[config.mk]
export PLATFORM = sky130hd
export DESIGN_NAME = acr_ctrl_regs
export DESIGN_NICKNAME = d
export VERILOG_FILES = /design/src/design/acr_pkg.sv /design/src/design/acr_trim_if.sv /design/src/design/acr_ctrl_regs.sv /design/src/design/acr_trim_seq.sv
export SDC_FILE = /design/constraint.sdc
export NUM_CORES = 1
export LEC_CHECK = 0
export BUFFER_PORTS_ARGS = -buffer_cell sky130_fd_sc_hd__clkbuf_2
export CORE_MARGIN = 2
export CORE_UTILIZATION = 35
export DETAILED_ROUTE_END_ITERATION = 7
export PLACE_DENSITY = 0.54
export SLEW_MARGIN = 10
export SYNTH_ARGS = -nofsm -noshare
export SYNTH_HDL_FRONTEND = slang
export SYNTH_SLANG_ARGS = --single-unit
export TNS_END_PERCENT = 1
[constraint.sdc]
create_clock -name clk_sys_i -period 2.2 [get_ports clk_sys_i]
set_input_delay 0.55 -clock clk_sys_i [delete_from_list [all_inputs] [get_ports clk_sys_i]]
set_output_delay 0.55 -clock clk_sys_i [all_outputs]
set_load 0.02 [all_outputs]
[src/design/acr_pkg.sv]
/*
  Constants for the accelerometer core control register pair: addresses, field positions,
  reset values, mode and variant codes, trim-copy timing.
  Assumes a serial front end that hands over byte-wide register reads and writes.
*/
package acr_pkg;
  localparam logic [7:0] ACR_ADDR_RATE_MODE = 8'h20;
  localparam logic [7:0] ACR_ADDR_IF_RESET = 8'h21;
  localparam logic [7:0] ACR_RATE_MODE_RST = 8'h00;
  localparam logic [7:0] ACR_IF_RESET_RST = 8'h04;
  localparam int ACR_RATE_HI = 7;
  localparam int ACR_RATE_LO = 4;
  localparam int ACR_MODE_HI = 3;
  localparam int ACR_MODE_LO = 2;
  localparam int ACR_LPV_HI = 1;
  localparam int ACR_LPV_LO = 0;
  localparam int ACR_BIT_TRIM = 7;
  localparam int ACR_BIT_SOFTRST = 6;
  localparam int ACR_BIT_FIXED0 = 5;
  localparam int ACR_BIT_PULLUP = 4;
  localparam int ACR_BIT_HOLD = 3;
  localparam int ACR_BIT_AUTOINC = 2;
  localparam int ACR_BIT_I2COFF = 1;
  localparam int ACR_BIT_SPIWIRE = 0;
  localparam logic [3:0] ACR_RATE_OFF = 4'h0;
  localparam logic [3:0] ACR_RATE_LOWEST = 4'h1;
  localparam logic [3:0] ACR_RATE_LP_MAX = 4'h6;
  localparam logic [3:0] ACR_RATE_TOP = 4'h9;
  localparam logic [2:0] ACR_IDX_200 = 3'h5;
  localparam logic [2:0] ACR_IDX_12P5 = 3'h0;
  localparam logic [2:0] ACR_IDX_1P6 = 3'h7;
  typedef enum logic [1:0] {
    ACR_MODE_LP = 2'b00,
    ACR_MODE_HP = 2'b01,
    ACR_MODE_SINGLE = 2'b10,
    ACR_MODE_UNDEF = 2'b11
  } acr_mode_t;
  localparam logic [1:0] ACR_LPV_1 = 2'h0;
  localparam int ACR_TRIM_NS = 64;
  localparam int ACR_CLK_NS = 8;
  localparam int ACR_TRIM_CYC = (ACR_TRIM_NS + ACR_CLK_NS - 1) / ACR_CLK_NS;
  localparam logic [3:0] ACR_TRIM_CNT = 4'(ACR_TRIM_CYC);
endpackage

[src/design/acr_trim_if.sv]
/*
  Carrier between the register bank and its trim-copy sequencer.
  Assumes one clock domain shared by both ends.
*/
interface acr_trim_if;
  logic start;
  logic busy;
  logic done;
  modport bank (output start, input busy, input done);
  modport seq (input start, output busy, output done);
endinterface

[src/design/acr_ctrl_regs.sv]
/*
  Accelerometer core control registers: rate/mode and interface/reset control,
  with decoded rate, mode and interface settings for the rest of the sensor.
  Assumes a serial front end presenting one-cycle byte read/write strobes with an address,
  and that it applies the auto-increment and protocol settings driven from here.
*/
// Contract
// RQ1: rate code 0000 puts the sensor in power-down.
// RQ2: code 0001 gives 12.5 Hz high-performance, 1.6 Hz low-power.
// RQ3: codes 0010 to 0110 give 12.5 to 200 Hz in both modes.
// RQ4: codes 0111 to 1001 give 400/800/1600 Hz, low-power capped at 200 Hz.
// RQ5: mode 00 low-power, 01 high-performance 14-bit.
// RQ6: mode 10 single conversion on demand, one sample per request.
// RQ7: variant 00 is 12-bit, variants 01 to 11 are 14-bit.
// RQ8: host always writes zero to bit 5 of interface control.
// RQ9: trim bit starts nonvolatile copy, clears itself when done, resets 0.
// RQ10: control-reset bit restores all control registers to defaults, then clears; code keeps the trim bit set until its copy is done.
// RQ11: pull-up off bit, default 0, disconnects chip-select pull-up at 1.
// RQ12: hold bit 0 updates outputs freely; 1 holds until both bytes read.
// RQ13: auto-increment, default 1, advances address per byte of multi-byte access.
// RQ14: I2C disable, default 0; at 1 only SPI responds.
// RQ15: SPI wire select, default 0 four-wire, 1 three-wire.
// RQ16: host never writes mode 11, which is undefined.
module acr_ctrl_regs
  import acr_pkg::*;
(
  // clock and reset
  input wire logic clk_sys_i,
  input wire logic rst_i,
  input wire logic ce_i,
  // register access from serial front end
  input wire logic [7:0] reg_addr_i,
  input wire logic [7:0] reg_wdata_i,
  input wire logic reg_wr_i,
  input wire logic reg_rd_i,
  output logic [7:0] reg_rdata_o,
  output logic reg_hit_o,
  // single conversion request and sample pulse
  input wire logic convert_req_i,
  output logic sample_req_o,
  // decoded settings and trim-copy status
  output logic power_down_o,
  output acr_pkg::acr_mode_t mode_o,
  output logic [2:0] rate_idx_o,
  output logic res_14bit_o,
  output logic select_pullup_off_o,
  output logic hold_outputs_until_read_o,
  output logic addr_auto_inc_o,
  output logic i2c_enable_o,
  output logic spi_three_wire_o,
  output logic nvm_load_o,
  output logic trim_busy_o
);
  import acr_pkg::*;

  logic [7:0] rate_and_mode_control;
  logic [7:0] interface_and_reset_control;
  logic [7:0] next_rmc;
  logic [7:0] next_irc;
  logic [7:0] rdata;
  logic [7:0] next_rdata;
  logic sample_q;
  logic next_sample;
  logic [3:0] sample_rate_code;
  logic [1:0] low_power_variant;
  acr_mode_t mode;
  acr_trim_if trim ();

  acr_trim_seq u_trim (
    .clk_sys_i(clk_sys_i),
    .rst_i(rst_i),
    .ce_i(ce_i),
    .trim(trim),
    .nvm_load_o(nvm_load_o)
  );

  assign sample_rate_code = rate_and_mode_control[ACR_RATE_HI:ACR_RATE_LO];
  assign low_power_variant = rate_and_mode_control[ACR_LPV_HI:ACR_LPV_LO];
  assign mode = acr_mode_t'(rate_and_mode_control[ACR_MODE_HI:ACR_MODE_LO]);

  // rate index: 0=12.5 1=25 2=50 3=100 4=200 5=400 6=800, 7=1600 in high-performance, 1.6 Hz otherwise
  function automatic logic [2:0] rate_index(input logic [3:0] code, input logic lp);
    logic [2:0] idx;
    idx = ACR_IDX_12P5;
    if (code == ACR_RATE_LOWEST) begin
      idx = lp ? ACR_IDX_1P6 : ACR_IDX_12P5;
    end else if (code > ACR_RATE_LOWEST && code <= ACR_RATE_LP_MAX) begin
      idx = 3'(code - 4'h2);
    end else if (code > ACR_RATE_LP_MAX && code <= ACR_RATE_TOP) begin
      idx = lp ? (ACR_IDX_200 - 3'h1) : 3'(code - 4'h2);
    end
    return idx;
  endfunction

  always_comb begin
    next_rmc = rate_and_mode_control;
    next_irc = interface_and_reset_control;
    next_rdata = rdata;
    next_sample = 1'b0;
    if (reg_wr_i && reg_addr_i == ACR_ADDR_RATE_MODE) begin
      next_rmc = reg_wdata_i;
    end
    // RQ9 trim bit self-clear, host set wins
    if (trim.done) begin
      next_irc[ACR_BIT_TRIM] = 1'b0;
    end
    if (reg_wr_i && reg_addr_i == ACR_ADDR_IF_RESET) begin
      next_irc = reg_wdata_i;
    end
    // RQ10 control reset restores
    if (interface_and_reset_control[ACR_BIT_SOFTRST]) begin
      next_rmc = ACR_RATE_MODE_RST;
      next_irc = ACR_IF_RESET_RST;
      next_irc[ACR_BIT_TRIM] = interface_and_reset_control[ACR_BIT_TRIM] & ~trim.done;
    end
    if (reg_rd_i) begin
      unique case (reg_addr_i)
        ACR_ADDR_RATE_MODE: next_rdata = rate_and_mode_control;
        ACR_ADDR_IF_RESET: next_rdata = interface_and_reset_control;
        default: next_rdata = 8'h00;
      endcase
    end
    // RQ6 one sample per request
    if (mode == ACR_MODE_SINGLE && convert_req_i && !power_down_o) begin
      next_sample = 1'b1;
    end
  end

  always_ff @(posedge clk_sys_i) begin
    if (rst_i) begin
      rate_and_mode_control <= ACR_RATE_MODE_RST;
      interface_and_reset_control <= ACR_IF_RESET_RST;
      rdata <= 8'h00;
      sample_q <= 1'b0;
    end else if (ce_i) begin
      rate_and_mode_control <= next_rmc;
      interface_and_reset_control <= next_irc;
      rdata <= next_rdata;
      sample_q <= next_sample;
    end
  end

  // RQ9 start copy
  assign trim.start = interface_and_reset_control[ACR_BIT_TRIM] && !trim.busy;
  assign trim_busy_o = trim.busy;
  assign reg_rdata_o = rdata;
  assign reg_hit_o = (reg_addr_i == ACR_ADDR_RATE_MODE) || (reg_addr_i == ACR_ADDR_IF_RESET);
  assign sample_req_o = sample_q;
  // RQ1 power-down code
  assign power_down_o = (sample_rate_code == ACR_RATE_OFF);
  // RQ5 mode decode
  assign mode_o = mode;
  // RQ2 RQ3 RQ4 rate selection
  assign rate_idx_o = rate_index(sample_rate_code, mode != ACR_MODE_HP);
  // RQ7 resolution by variant
  assign res_14bit_o = (mode == ACR_MODE_HP) || (low_power_variant != ACR_LPV_1);
  // RQ11 pull-up switch
  assign select_pullup_off_o = interface_and_reset_control[ACR_BIT_PULLUP];
  // RQ12 output hold
  assign hold_outputs_until_read_o = interface_and_reset_control[ACR_BIT_HOLD];
  // RQ13 address advance
  assign addr_auto_inc_o = interface_and_reset_control[ACR_BIT_AUTOINC];
  // RQ14 protocol enable
  assign i2c_enable_o = !interface_and_reset_control[ACR_BIT_I2COFF];
  // RQ15 wire count
  assign spi_three_wire_o = interface_and_reset_control[ACR_BIT_SPIWIRE];

  write_rate_a: assert property (@(posedge clk_sys_i) disable iff (rst_i) // RQ1
    ce_i && reg_wr_i && reg_addr_i == ACR_ADDR_RATE_MODE && !interface_and_reset_control[ACR_BIT_SOFTRST]
    |=> power_down_o == ($past(reg_wdata_i[ACR_RATE_HI:ACR_RATE_LO]) == ACR_RATE_OFF))
    else $error("power-down does not follow rate write");
  lp_cap_a: assert property (@(posedge clk_sys_i) disable iff (rst_i) // RQ4
    mode != ACR_MODE_HP && sample_rate_code > ACR_RATE_LP_MAX && sample_rate_code <= ACR_RATE_TOP
    |-> rate_idx_o == 3'h4)
    else $error("low-power rate not capped");
  slow_rate_a: assert property (@(posedge clk_sys_i) disable iff (rst_i) // RQ2
    sample_rate_code == ACR_RATE_LOWEST |-> rate_idx_o == ((mode == ACR_MODE_HP) ? ACR_IDX_12P5 : ACR_IDX_1P6))
    else $error("lowest rate code decoded wrongly");
  mid_rate_a: assert property (@(posedge clk_sys_i) disable iff (rst_i) // RQ3
    sample_rate_code == 4'h6 |-> rate_idx_o == 3'h4)
    else $error("200 Hz code decoded wrongly");
  res_a: assert property (@(posedge clk_sys_i) disable iff (rst_i) // RQ7
    mode == ACR_MODE_LP && low_power_variant == ACR_LPV_1 |-> !res_14bit_o)
    else $error("variant one not 12-bit");
  single_a: assert property (@(posedge clk_sys_i) disable iff (rst_i) // RQ6
    ce_i && mode != ACR_MODE_SINGLE |=> !sample_req_o)
    else $error("sample outside single mode");
  trim_clear_a: assert property (@(posedge clk_sys_i) disable iff (rst_i) // RQ9
    ce_i && trim.done && !(reg_wr_i && reg_addr_i == ACR_ADDR_IF_RESET)
    |=> !interface_and_reset_control[ACR_BIT_TRIM])
    else $error("trim bit not cleared after copy");
  softrst_a: assert property (@(posedge clk_sys_i) disable iff (rst_i) // RQ10
    ce_i && interface_and_reset_control[ACR_BIT_SOFTRST]
    |=> rate_and_mode_control == ACR_RATE_MODE_RST && addr_auto_inc_o && !i2c_enable_o == 1'b0)
    else $error("control reset did not restore defaults");
  iface_a: assert property (@(posedge clk_sys_i) disable iff (rst_i) // RQ14
    ce_i && reg_wr_i && reg_addr_i == ACR_ADDR_IF_RESET && !interface_and_reset_control[ACR_BIT_SOFTRST]
    |=> i2c_enable_o != $past(reg_wdata_i[ACR_BIT_I2COFF]) && spi_three_wire_o == $past(reg_wdata_i[ACR_BIT_SPIWIRE]))
    else $error("interface bits do not follow write");

  cov_trim_c: cover property (@(posedge clk_sys_i) trim.done);
  cov_softrst_c: cover property (@(posedge clk_sys_i) interface_and_reset_control[ACR_BIT_SOFTRST]);
  cov_single_c: cover property (@(posedge clk_sys_i) sample_req_o);
endmodule

[src/design/acr_trim_seq.sv]
/*
  Trim-copy sequencer: on start, runs a fixed-length copy from nonvolatile storage
  and pulses done at the end.
  Assumes the storage answers within the fixed copy time.
*/
module acr_trim_seq
  import acr_pkg::*;
(
  // clock and reset
  input wire logic clk_sys_i,
  input wire logic rst_i,
  input wire logic ce_i,
  // bank side
  acr_trim_if.seq trim,
  // storage side
  output logic nvm_load_o
);
  logic [3:0] cnt;
  logic [3:0] next_cnt;
  logic run;
  logic next_run;

  always_comb begin
    next_cnt = cnt;
    next_run = run;
    if (!run && trim.start) begin
      next_run = 1'b1;
      next_cnt = ACR_TRIM_CNT;
    end else if (run) begin
      next_cnt = cnt - 4'h1;
      if (cnt == 4'h1) begin
        next_run = 1'b0;
      end
    end
  end

  always_ff @(posedge clk_sys_i) begin
    if (rst_i) begin
      cnt <= 4'h0;
      run <= 1'b0;
    end else if (ce_i) begin
      cnt <= next_cnt;
      run <= next_run;
    end
  end

  assign trim.busy = run;
  assign trim.done = run && (cnt == 4'h1) && ce_i;
  assign nvm_load_o = run;
endmodule

* Word-level counts from Yosys, hierarchy flattened
Cells that the tools add are included.
Operators by class: equality and inequality tests 7, bitwise logic cells 2, multiplexer cells 17, add/sub/neg operators 2, order comparisons 4, reduce and logical (&&, ||, !) cells 26
Operator list (count):
- $mux 8 | 4
- $eq 8x6->1 const B | 2
- $pmux 8 s2 | 1
- $mux 3 | 5
- $logic_and 1x1->1 | 10
- $reduce_and 2->1 | 5
- $eq 4x1->1 const B | 2
- $mux 4 | 2
- $reduce_bool 2->1 | 4
- $mux 1 | 5
- $gt 4x1->1 const B | 1
- $gt 4x3->1 const B | 1
- $le 4x3->1 const B | 1
- $le 4x4->1 const B | 1
- $logic_not 4->1 | 1
- $sub 4x1->4 const B | 1
- $logic_not 1->1 | 3
- $reduce_bool 3->1 | 1
- $sub 3x2->3 const B | 1
- $eq 2x1->1 const B | 1
- $eq 2x2->1 const B | 1
- $logic_or 1x1->1 | 2
- $ne 2x1->1 const B | 1
- $and 1x1->1 | 1
- $not 1->1 | 1
Word-level totals: flip-flop bits (word level) 30, word-level logic and storage cells 66, bits of input ports 22, output and inout bits 24

* Depth between registers and ports, before layout
Gate-level depths: netlist (run 1).
depth in word-level cells 6, gate-level depth with buffers 5, gate-level depth less buffers 5

* By module
A second synthesis (run 1) with hierarchy kept.
Unflattened totals: cells, all modules 197, area, all modules 1665.3 um^2
By module, submodules not included:
- acr_ctrl_regs | sequential area each 500.5 um^2, area an instance 1390.1 um^2, cells an instance 169, times used 1
- acr_trim_seq | sequential area each 100.1 um^2, area an instance 275.3 um^2, cells an instance 28, times used 1

* Worst setup path after synthesis (run 1)
Ideal clock, no wire load.
path type input port to output port, start point input port reg_addr_i[4], end point output port reg_hit_o, data arrival time 1395 ps, stages on the path 4, required time 1650 ps, setup slack 255 ps, cell sequence nor4b_4 buf_6 buf_6 and2_1
Between the ends: word-level cells in the longest chain between the ends 2, elaborated cells between the ends (all ways) 3
RTL lines:
- start: declaration | RTL line acr_ctrl_regs.sv:32 | input wire logic [7:0] reg_addr_i,
- $eq 8x6->1 | RTL line acr_ctrl_regs.sv:147 | assign reg_hit_o = (reg_addr_i == ACR_ADDR_RATE_MODE) || (reg_addr_i == ACR_ADDR_IF_RESET);
- $logic_or 1x1->1 * | RTL line acr_ctrl_regs.sv:147
- end: declaration | RTL line acr_ctrl_regs.sv:37 | output logic reg_hit_o,
Mark *: on every way between the ends. The rest lies on a longest branch, timed or not.

* Final worst setup path (run 1)
start point register rate_and_mode_control[2], end point output port rate_idx_o[0]
Between the ends: word-level cells in the longest chain between the ends 5, elaborated cells between the ends (all ways) 6
RTL lines:
- start: declaration | RTL line acr_ctrl_regs.sv:56 | logic [7:0] rate_and_mode_control;
- start signal: assignment | RTL line acr_ctrl_regs.sv:136 | rate_and_mode_control <= next_rmc;
- $ne 2x1->1 * | RTL line acr_ctrl_regs.sv:154 | assign rate_idx_o = rate_index(sample_rate_code, mode != ACR_MODE_HP);
- $mux 3 | RTL line acr_ctrl_regs.sv:90 | idx = lp ? (ACR_IDX_200 - 3'h1) : 3'(code - 4'h2);
- $mux 3 | RTL line acr_ctrl_regs.sv:89 | end else if (code > ACR_RATE_LP_MAX && code <= ACR_RATE_TOP) begin
- $mux 3 | RTL line acr_ctrl_regs.sv:87 | end else if (code > ACR_RATE_LOWEST && code <= ACR_RATE_LP_MAX) begin
- $mux 3 * | RTL line acr_ctrl_regs.sv:85 | if (code == ACR_RATE_LOWEST) begin
- end: declaration | RTL line acr_ctrl_regs.sv:44 | output logic [2:0] rate_idx_o,
Marks and branches as above.

==> run summary, run 1 <==
Vias/cell -> 5.52
DRC -> 0
Synth top cells by count -> dfxtp_1 (30), a21oi_1 (17), nand2_1 (17)
Worst R2R Start -> interface_and_reset_control[6]
RSZ-0062 raised after global routing -> false
Final setup margin -> 214 ps
Synth warnings -> 0
CTS max path bufs -> 2
Final ANT Viol Nets -> 0
Crit start category -> flop
Final instance area -> 1980 µm²
Pwr dens -> 549 nW/µm²
CORE AREA -> 4660 µm²
Post-Syn Area -> 1680 µm²
Ys async rst share -> 0%
Drt first pass iters -> 4
First-pass GRT wire length -> 7410 µm
Worst relative slew slack -> 63.2%
Syn_area_per_cell -> 8.92 µm²
Count leader, synth -> dfxtp_1
Post-CTS Setup Bufs -> 0
Yosys reg bits -> 30
Layout area overhead -> 17.7%
Post-Syn Nets -> 212
Reg-to-Reg End -> rate_and_mode_control[4]
Die X-Extent -> 73.2 µm
Placer Congestion -> 0.707
Count of cell types in the netlist -> 43
Final min period -> 1990 ps
Slew Viols, Final -> 0
Hold endpoint -> reg_rdata_o[6]
Clock-pin transition on the worst setup and hold timing paths -> 60 ps
N_diodes -> 0
Hold Crit Depth -> 2
Vias in the first global route -> 1,399
Slew @ Worst Pin -> 551 ps
Hold crit path type -> reg -> reg
Initial antenna violation count -> 0
Worst EP required -> 1650 ps
Net count, final -> 250
Final wirelength -> 4450 µm
Finish-stage setup viols -> 0
Leakage power -> 0.795 nW
Crit. End Element -> output port
Worst-Skew Late Latency -> 280 ps
Fin. Hold Viols -> 0
Post-CTS sizing -> 0
I/O pin count -> 46
Number of synthesized flops with an enable pin -> 0
Peak supply drop -> 0.344 mV
Post-Synthesis Cells -> 188
CTS tree -> built
Largest net degree at the start of global routing -> 22
Flop2flop setup slack -> 820 ps
Proportion of layout cells with a drive suffix above 1 -> 32.6%
CTS hold repair buffers -> 0
Top FF cell, synth -> dfxtp_1
DP HPWL -> 3140 µm
Synth area leaders -> dfxtp_1 (36%), mux2_2 (5.4%), a21oi_1 (5.1%), a32o_1 (4.8%), nand2_1 (3.8%)
Achievable Freq -> 504 MHz
Via count -> 1,551
Type of the worst setup path -> reg -> out
FP Rows -> 25
Global route overflow -> 0
Placement Setup Slack -> 236 ps
# clock sinks -> 30
Fin cells -> 281
Inserted Clock Buffers -> 5
Max FO, Critical Path -> 6
Period utilization -> 90.3%
Placed inst area -> 1880 µm²
Total chip power -> 1.08 mW
Setup TNS -> 0 ps
Fin Clk Skew -> 7.07 ps
Post-synth top area share -> 35.8%
Avg WL per Cell -> 15.8 µm
Iteration-0 DRC Markers -> 156
Number of I/O port buffers -> 45
Status -> finished, final reports clean
Global Route Usage Sum -> 18.1%
Crit path DAT -> 1440 ps
Die Height -> 73.2 µm
Die area -> 5360 µm²
Seq/Total Area, Yosys -> 35.8%
Post-synth top area cell -> dfxtp_1
Max-Cap Viols -> 0
Clk Tree Root Cell -> clkbuf_8
H-tree lvl count -> 2
Cell count after placement -> 273
Hold Path Origin -> reg_rdata_o[6]
Worst-case reg-to-reg path depth -> 3
Initial core utilization -> 36.0%
[critical path, stage by stage, from the launching register on]
cell	delay (ps)
dfxtp_1	430
nor2b_1	280
nor2_1	80
nor3_1	180
clkbuf_2	190
[per-stage QoR]
| stage | util, % | hold WS [ps] |
|---|---|---|
| global placement | 40.4 | 439 |
| finish | 42.4 | 453 |
| floorplan | - | 462 |
| detailed placement | 40.4 | 444 |
| global route | 42.4 | 468 |
| CTS | 42.4 | 453 |
[layout by cell type (no fill, tap or decap), types with 2 or more instances in the layout]
cell and instances:
nand2_1 17, and2_1 3, a31oi_1 5, a32o_1 8, nand4_1 9, clkbuf_8 6, a21oi_1 17, nor4_1 2
a311o_1 5, or3_1 2, and3b_1 2, inv_1 7, nand3b_1 2, nor2_1 3, dfxtp_1 30, clkbuf_2 45
or3b_2 5, nor3b_1 4, ha_1 2, buf_4 6, mux2_2 8, o21ai_0 5, nand3_1 2, and3_1 2
nor2b_1 5, nor3_1 5, and4b_1 2
[registers in the layout (all words and copies together) (netlist names)]
name	cells
u_trim.cnt	4
rate_and_mode_control	8
reg_rdata_o	8
sample_req_o	1
u_trim.nvm_load_o	1
interface_and_reset_control	8
[kinds of logic after synthesis]
group | synth area share (%)
compound gates | 21.3
fa+ha+maj | 1.49
buf+inv | 9.40
flops | 35.8
mux | 5.97
simple gates | 26.0
[where the power goes]
group | internal [mW] | switching [mW] | total, mW | leakage, nW
Combinational | 0.0307 | 0.0535 | 0.0842 | 0.505
Sequential | 0.543 | 0.000423 | 0.544 | 0.242
Clock | 0.252 | 0.204 | 0.456 | 0.0482
Total | 0.826 | 0.258 | 1.08 | 0.795
[final cells by class]
cell class,count,area (µm²)
clock buffers,7,86.3
repair buffers,51,270
clock inverters,1,5.00
flip-flops and latches,30,601
well taps,54,67.6
inverters,7,26.3
multi-input cells,131,920
fillers,481,2690
[worst max-delay path by stage]
stage / startpoint / endpoint / slack [ps] / cells past startpoint
global route: rate_and_mode_control[3] / rate_idx_o[2] / 100 / 4
CTS: rate_and_mode_control[2] / rate_idx_o[0] / 210 / 4
floorplan: reg_addr_i[4] / reg_hit_o / 260 / 4
finish: rate_and_mode_control[2] / rate_idx_o[0] / 210 / 4
global placement: reg_addr_i[4] / rate_and_mode_control[3] / 250 / 5
detailed placement: reg_addr_i[4] / rate_and_mode_control[4] / 240 / 5
[routing by layer]
layer	global-route usage, %	routed length [µm]	vias to the layer above
li1	-	-	787
met1	27.8	2170	707
met2	24.3	1970	51
met3	4.28	252	6
met4	5.76	53	0
met5	0	0	-
Power figures use the tool's default switching activity.
==> inputs of run 2 (changes only) <==
--- a/config.mk
+++ b/config.mk
@@ -10,6 +10,7 @@
 export CORE_UTILIZATION = 35
 export DETAILED_ROUTE_END_ITERATION = 7
 export PLACE_DENSITY = 0.54
+export REMOVE_ABC_BUFFERS = 1
 export SLEW_MARGIN = 10
 export SYNTH_ARGS = -nofsm -noshare
 export SYNTH_HDL_FRONTEND = slang
==> run summary, run 2 (same netlist as run 1, synthesis figures left out) <==
CTS max path bufs -> 2 (unchanged)
Initial antenna violation count -> 0 (unchanged)
Final min period -> 2020 ps (+38.0 ps)
DRC -> 0 (unchanged)
Hold Path Origin -> reg_rdata_o[5]
Fin cells -> 282 (+0.36%)
Max-Cap Viols -> 0 (unchanged)
Crit. End Element -> output port
Hold endpoint -> reg_rdata_o[5]
Leakage power -> 0.813 nW (+2.2%)
Combinational power share -> 7.5% (-0.3 points)
Period utilization -> 92.0% (+1.7 points)
Post-CTS Setup Bufs -> 0 (unchanged)
Slew Viols, Final -> 0 (unchanged)
# clock sinks -> 30 (unchanged)
Final ANT Viol Nets -> 0 (unchanged)
Proportion of layout cells with a drive suffix above 1 -> 33.3% (+0.73 points)
Post-CTS sizing -> 0 (unchanged)
Hold Crit Depth -> 2 (unchanged)
Worst-Skew Late Latency -> 280 ps (about the same)
Number of I/O port buffers -> 45 (unchanged)
Final wirelength -> 4440 µm (about the same)
Internal -> 0.892 mW (+7.9%)
Reg-to-Reg End -> interface_and_reset_control[7]
Initial core utilization -> 36.0% (unchanged)
Achievable Freq -> 494 MHz (-1.9%)
Clock-pin transition on the worst setup and hold timing paths -> 60 ps (about the same)
Clk Tree Root Cell -> clkbuf_8
Inserted Clock Buffers -> 5 (unchanged)
Die area -> 5360 µm² (unchanged)
H-tree lvl count -> 2 (unchanged)
Max FO, Critical Path -> 6 (unchanged)
Hold crit path type -> reg -> reg
Crit start category -> flop
Cell count after placement -> 274 (+0.37%)
Vias/cell -> 5.53 (+0.16%)
Worst-case reg-to-reg path depth -> 4 (+1)
Iteration-0 DRC Markers -> 68 (-56%)
Commonest non-fill, non-tap cell in the layout -> clkbuf_2
NetSw -> 0.262 mW (+1.4%)
CTS hold repair buffers -> 0 (unchanged)
Finish-stage setup viols -> 0 (unchanged)
Fillers -> 479 (-0.42%)
Global route overflow -> 0 (unchanged)
Avg WL per Cell -> 15.8 µm (-0.42%)
Net count, final -> 251 (+0.40%)
Largest net degree at the start of global routing -> 24 (+9.1%)
Type of the worst setup path -> reg -> out
RSZ-0062 raised after global routing -> false
Placer Congestion -> 0.746 (+5.5%)
Global Route Usage Sum -> 17.2% (-0.86 points)
Peak supply drop -> 0.334 mV (-2.8%)
Clock power frac -> 45.3% (+3.2 points)
Switching share of total power -> 22.7% (-1.1 points)
Commonest non-fill, non-tap cells in the layout -> clkbuf_2 (45), dfxtp_1 (30), a21oi_1 (17), nand2_1 (17), nand4_1 (9)
Drt first pass iters -> 4 (unchanged)
Layout area overhead -> 20.1%
CORE AREA -> 4660 µm² (unchanged)
Crit path DAT -> 1470 ps (+30 ps)
CTS tree -> built
Die X-Extent -> 73.2 µm (unchanged)
Final Util -> 43.2% (+0.83 points)
Pwr dens -> 573 nW/µm² (+4.3%)
Die Height -> 73.2 µm (unchanged)
Via count -> 1,559 (+0.52%)
N_diodes -> 0 (unchanged)
First-pass GRT wire length -> 6970 µm (-6.0%)
Worst R2R Start -> u_trim.cnt[0]
Status -> finished, final reports clean
Vias in the first global route -> 1,424 (+1.8%)
Hold WS -> 455 ps (+2.36 ps)
Sequential Power Share -> 47.1% (-3.0 points)
DP HPWL -> 3180 µm (+1.4%)
Fin Clk Skew -> 3.53 ps (-3.54 ps)
Flop2flop setup slack -> 820 ps (about the same)
Worst relative slew slack -> 63.4% (+0.29 points)
FP Rows -> 25 (unchanged)
Fin. Hold Viols -> 0 (unchanged)
Setup TNS -> 0 ps (unchanged)
I/O pin count -> 46 (unchanged)
Slew @ Worst Pin -> 546 ps (-4.35 ps)
Worst EP required -> 1650 ps (about the same)
run 2: cell count changes in the layout (fill, tap and decap cells not counted):
| cell | delta |
|---|---|
| clkinv_2 | -1 |
| buf_12 | +1 |
| clkbuf_8 | +2 |
| clkbuf_1 | -1 |
run 2: worst max-delay path by stage:
stage,from,to,slack [ps],cells past startpoint
floorplan,reg_addr_i[1],reg_hit_o,70,2
global placement,reg_addr_i[4],rate_and_mode_control[7],290,5
detailed placement,reg_addr_i[4],rate_and_mode_control[4],280,5
CTS,rate_and_mode_control[2],rate_idx_o[0],160,4
global route,rate_and_mode_control[2],rate_idx_o[0],140,4
finish,rate_and_mode_control[2],rate_idx_o[0],180,4
run 2: through the flow:
stage | worst slack [ps] | instance area, µm² | power (mW)
2_1_floorplan | 67.0 | 1550 | 0.583
3_3_place_gp | 293 | 1900 | 0.642
3_5_place_dp | 283 | 1900 | 0.642
4_1_cts | 157 | 2010 | 1.16
5_1_grt | 137 | 2010 | 1.19
6_report | 176 | 2010 | 1.15
run 2: layout make-up:
class | count | area (µm²) | share of cell area (%)
multi-input combinational | 131 | 920 | 45.7
sequential | 30 | 601 | 29.8
timing repair buffer | 52 | 290 | 14.4
clock buffer | 8 | 110 | 5.47
tap | 54 | 67.6 | 3.35
inverter | 7 | 26.3 | 1.30
run 2: worst max-delay path: stages (launching register included):
cell and delay, ps:
dfxtp_1 440, nor2b_1 250, nor2_1 80, nor3_1 220, clkbuf_2 200
run 2: per-layer routing:
layer | track usage (%) | share of wire (%) | routed length (µm) | vias to the layer above
met4 | 5.97 | 0.86 | 38 | 0
met2 | 26.0 | 47 | 2100 | 34
met5 | 0 | 0 | 0 | -
met1 | 24.2 | 48 | 2140 | 736
met3 | 3.59 | 3.7 | 163 | 5
li1 | - | - | - | 784
run 2: power groups by stage:
| stage | sequential (mW) | combinational, mW | clock, mW |
|---|---|---|---|
| after floorplan | 0.556 | 0.0264 | 0 |
| after global placement | 0.556 | 0.0863 | 0 |
| after detailed placement | 0.556 | 0.0862 | 0 |
| after CTS | 0.544 | 0.0863 | 0.535 |
| after global routing | 0.543 | 0.0956 | 0.555 |
| final | 0.544 | 0.0868 | 0.523 |
==> inputs of run 3 (changes only) <==
--- a/config.mk
+++ b/config.mk
@@ -5,6 +5,7 @@
 export SDC_FILE = /design/constraint.sdc
 export NUM_CORES = 1
 export LEC_CHECK = 0
+export ABC_CLOCK_PERIOD_IN_PS = 2400
 export BUFFER_PORTS_ARGS = -buffer_cell sky130_fd_sc_hd__clkbuf_2
 export CORE_MARGIN = 2
 export CORE_UTILIZATION = 35
==> constraint.sdc (replaced) <==
create_clock -name clk_sys_i -period 2.4 [get_ports clk_sys_i]
set_input_delay 0.6 -clock clk_sys_i [delete_from_list [all_inputs] [get_ports clk_sys_i]]
set_output_delay 0.6 -clock clk_sys_i [all_outputs]
set_load 0.02 [all_outputs]
==> run summary, run 3 (same netlist as run 1, synthesis figures left out) <==
RSZ-0062 raised after global routing -> false
Crit-path max cell delay -> 430 ps (about the same)
Placer Congestion -> 0.761 (+2.0%)
Post-CTS sizing -> 0 (unchanged)
Slew Viols, Final -> 0 (unchanged)
Crit start category -> flop
Commonest non-fill, non-tap cell in the layout -> clkbuf_2
H-tree lvl count -> 2 (unchanged)
Pwr dens -> 489 nW/µm² (-15%)
Inserted Clock Buffers -> 5 (unchanged)
Type of the worst setup path -> reg -> out
Post-CTS Setup Bufs -> 0 (unchanged)
Initial antenna violation count -> 0 (unchanged)
Worst EP required -> 1800 ps (+150 ps)
FP Rows -> 25 (unchanged)
Cell count after placement -> 271 (-1.1%)
Die X-Extent -> 73.2 µm (unchanged)
Max-Cap Viols -> 0 (unchanged)
Met2 routed wirelength -> 1920 µm (-8.8%)
Via count -> 1,552 (-0.45%)
Initial core utilization -> 36.0% (unchanged)
Drt first pass iters -> 4 (unchanged)
Net count, final -> 248 (-1.2%)
Proportion of layout cells with a drive suffix above 1 -> 31.3% (-2.1 points)
CP max-delay cell -> dfxtp_1
Finish-stage setup viols -> 0 (unchanged)
Crit. End Element -> output port
Avg WL per Cell -> 15.4 µm (-2.3%)
CTS max path bufs -> 2 (unchanged)
Period utilization -> 84.3%
Achievable Freq -> 494 MHz
CTS tree -> built
Hold crit path type -> reg -> reg
Setup TNS -> 0 ps (unchanged)
Global route overflow -> 0 (unchanged)
CP bufs+invs -> 1 (unchanged)
Top Layer Used -> met4
Worst relative slew slack -> 67.2% (+3.7 points)
CP delay by family, top -> flip-flops
Iteration-0 DRC Markers -> 97 (+43%)
M1 WL -> 2050 µm (-4.1%)
First-pass GRT wire length -> 6930 µm (-0.50%)
Worst path cell trace -> nand2b_1 > a21oi_1 > o31ai_1 > clkbuf_2
Hold Crit Depth -> 2 (unchanged)
Die Height -> 73.2 µm (unchanged)
Fin cells -> 278 (-1.4%)
I/O pin count -> 46 (unchanged)
Leakage power -> 0.776 nW (-4.6%)
Fin Clk Skew -> 4.56 ps (+1.03 ps)
Clk Tree Root Cell -> clkbuf_8
Largest net degree at the start of global routing -> 24 (unchanged)
Peak supply drop -> 0.203 mV (-39%)
N_diodes -> 0 (unchanged)
Worst-Skew Late Latency -> 280 ps (about the same)
Status -> finished, final reports clean
WP depth -> 4 (unchanged)
DRC -> 0 (unchanged)
Vias/cell -> 5.58 (+0.98%)
CTS hold repair buffers -> 0 (unchanged)
Number of I/O port buffers -> 45 (unchanged)
Clock-pin transition on the worst setup and hold timing paths -> 60 ps (about the same)
Die area -> 5360 µm² (unchanged)
CORE AREA -> 4660 µm² (unchanged)
Worst-case reg-to-reg path depth -> 4 (unchanged)
Max FO, Critical Path -> 6 (unchanged)
Crit path DAT -> 1420 ps (-50 ps)
WL met3 -> 222 µm (+36%)
Fin. Hold Viols -> 0 (unchanged)
Fillers -> 482 (+0.63%)
# clock sinks -> 30 (unchanged)
Final ANT Viol Nets -> 0 (unchanged)
Final wirelength -> 4280 µm (-3.7%)
DP HPWL -> 3000 µm (-5.7%)
Commonest non-fill, non-tap cells in the layout -> clkbuf_2 (45), dfxtp_1 (30), a21oi_1 (17), nand2_1 (17), nand4_1 (9)
Layout area overhead -> 16.0%
Final min period -> 2020 ps
Global Route Usage Sum -> 16.8% (-0.36 points)
Slew @ Worst Pin -> 491 ps (-55.6 ps)
Vias in the first global route -> 1,395 (-2.0%)
-- run 3: cell count changes in the layout (fill, tap and decap cells not counted) --
cell,change
buf_4,-2
clkbuf_1,+2
clkbuf_8,-3
buf_12,-1
-- run 3: path summary, 6_finish.rpt --
path / startpoint / endpoint / slack, ps
max: rate_and_mode_control[3] / rate_idx_o[2] / 380
min reg2reg: reg_rdata_o[6] / reg_rdata_o[6] / 450
max reg2reg: u_trim.cnt[0] / interface_and_reset_control[7] / 1010
min: reg_rdata_o[6] / reg_rdata_o[6] / 450
-- run 3: report_power, final --
part	internal, mW	leakage, nW	switching (mW)	total, mW
sequential	0.498	0.242	0.000381	0.499
clock	0.199	0.0383	0.180	0.379
combinational	0.0261	0.496	0.0476	0.0737
total	0.724	0.776	0.228	0.951
-- run 3: metal layers --
metal,vias up,GRT usage (%)
li1,775,-
met1,726,23.7
met2,42,24.4
met3,9,4.14
met4,0,7.00
met5,-,0
-- run 3: worst register-to-register path, cell delays in order (launching register included) --
cell and delay, ps:
dfxtp_1 380, ha_1 150, or3b_2 460, o21ai_0 180, o22ai_1 110
-- run 3: layout make-up --
class / count / area, µm² / share of cell area [%]
Sequential cell: 30 / 601 / 30.9
Tap cell: 54 / 67.6 / 3.47
Clock buffer: 7 / 76.3 / 3.92
Timing Repair Buffer: 49 / 255 / 13.1
Multi-Input combinational cell: 131 / 920 / 47.3
Inverter: 7 / 26.3 / 1.35
-- run 3: through the flow --
stage	power [mW]	setup slack, ps	hold slack (ps)	area [µm²]	util [%]
3_3_place_gp	0.583	417	441	1870	40.1
2_1_floorplan	0.534	167	456	1550	-
4_1_cts	0.967	341	451	1950	41.7
6_report	0.951	377	447	1950	41.7
5_1_grt	0.995	289	476	1950	41.7
3_5_place_dp	0.583	369	443	1870	40.1
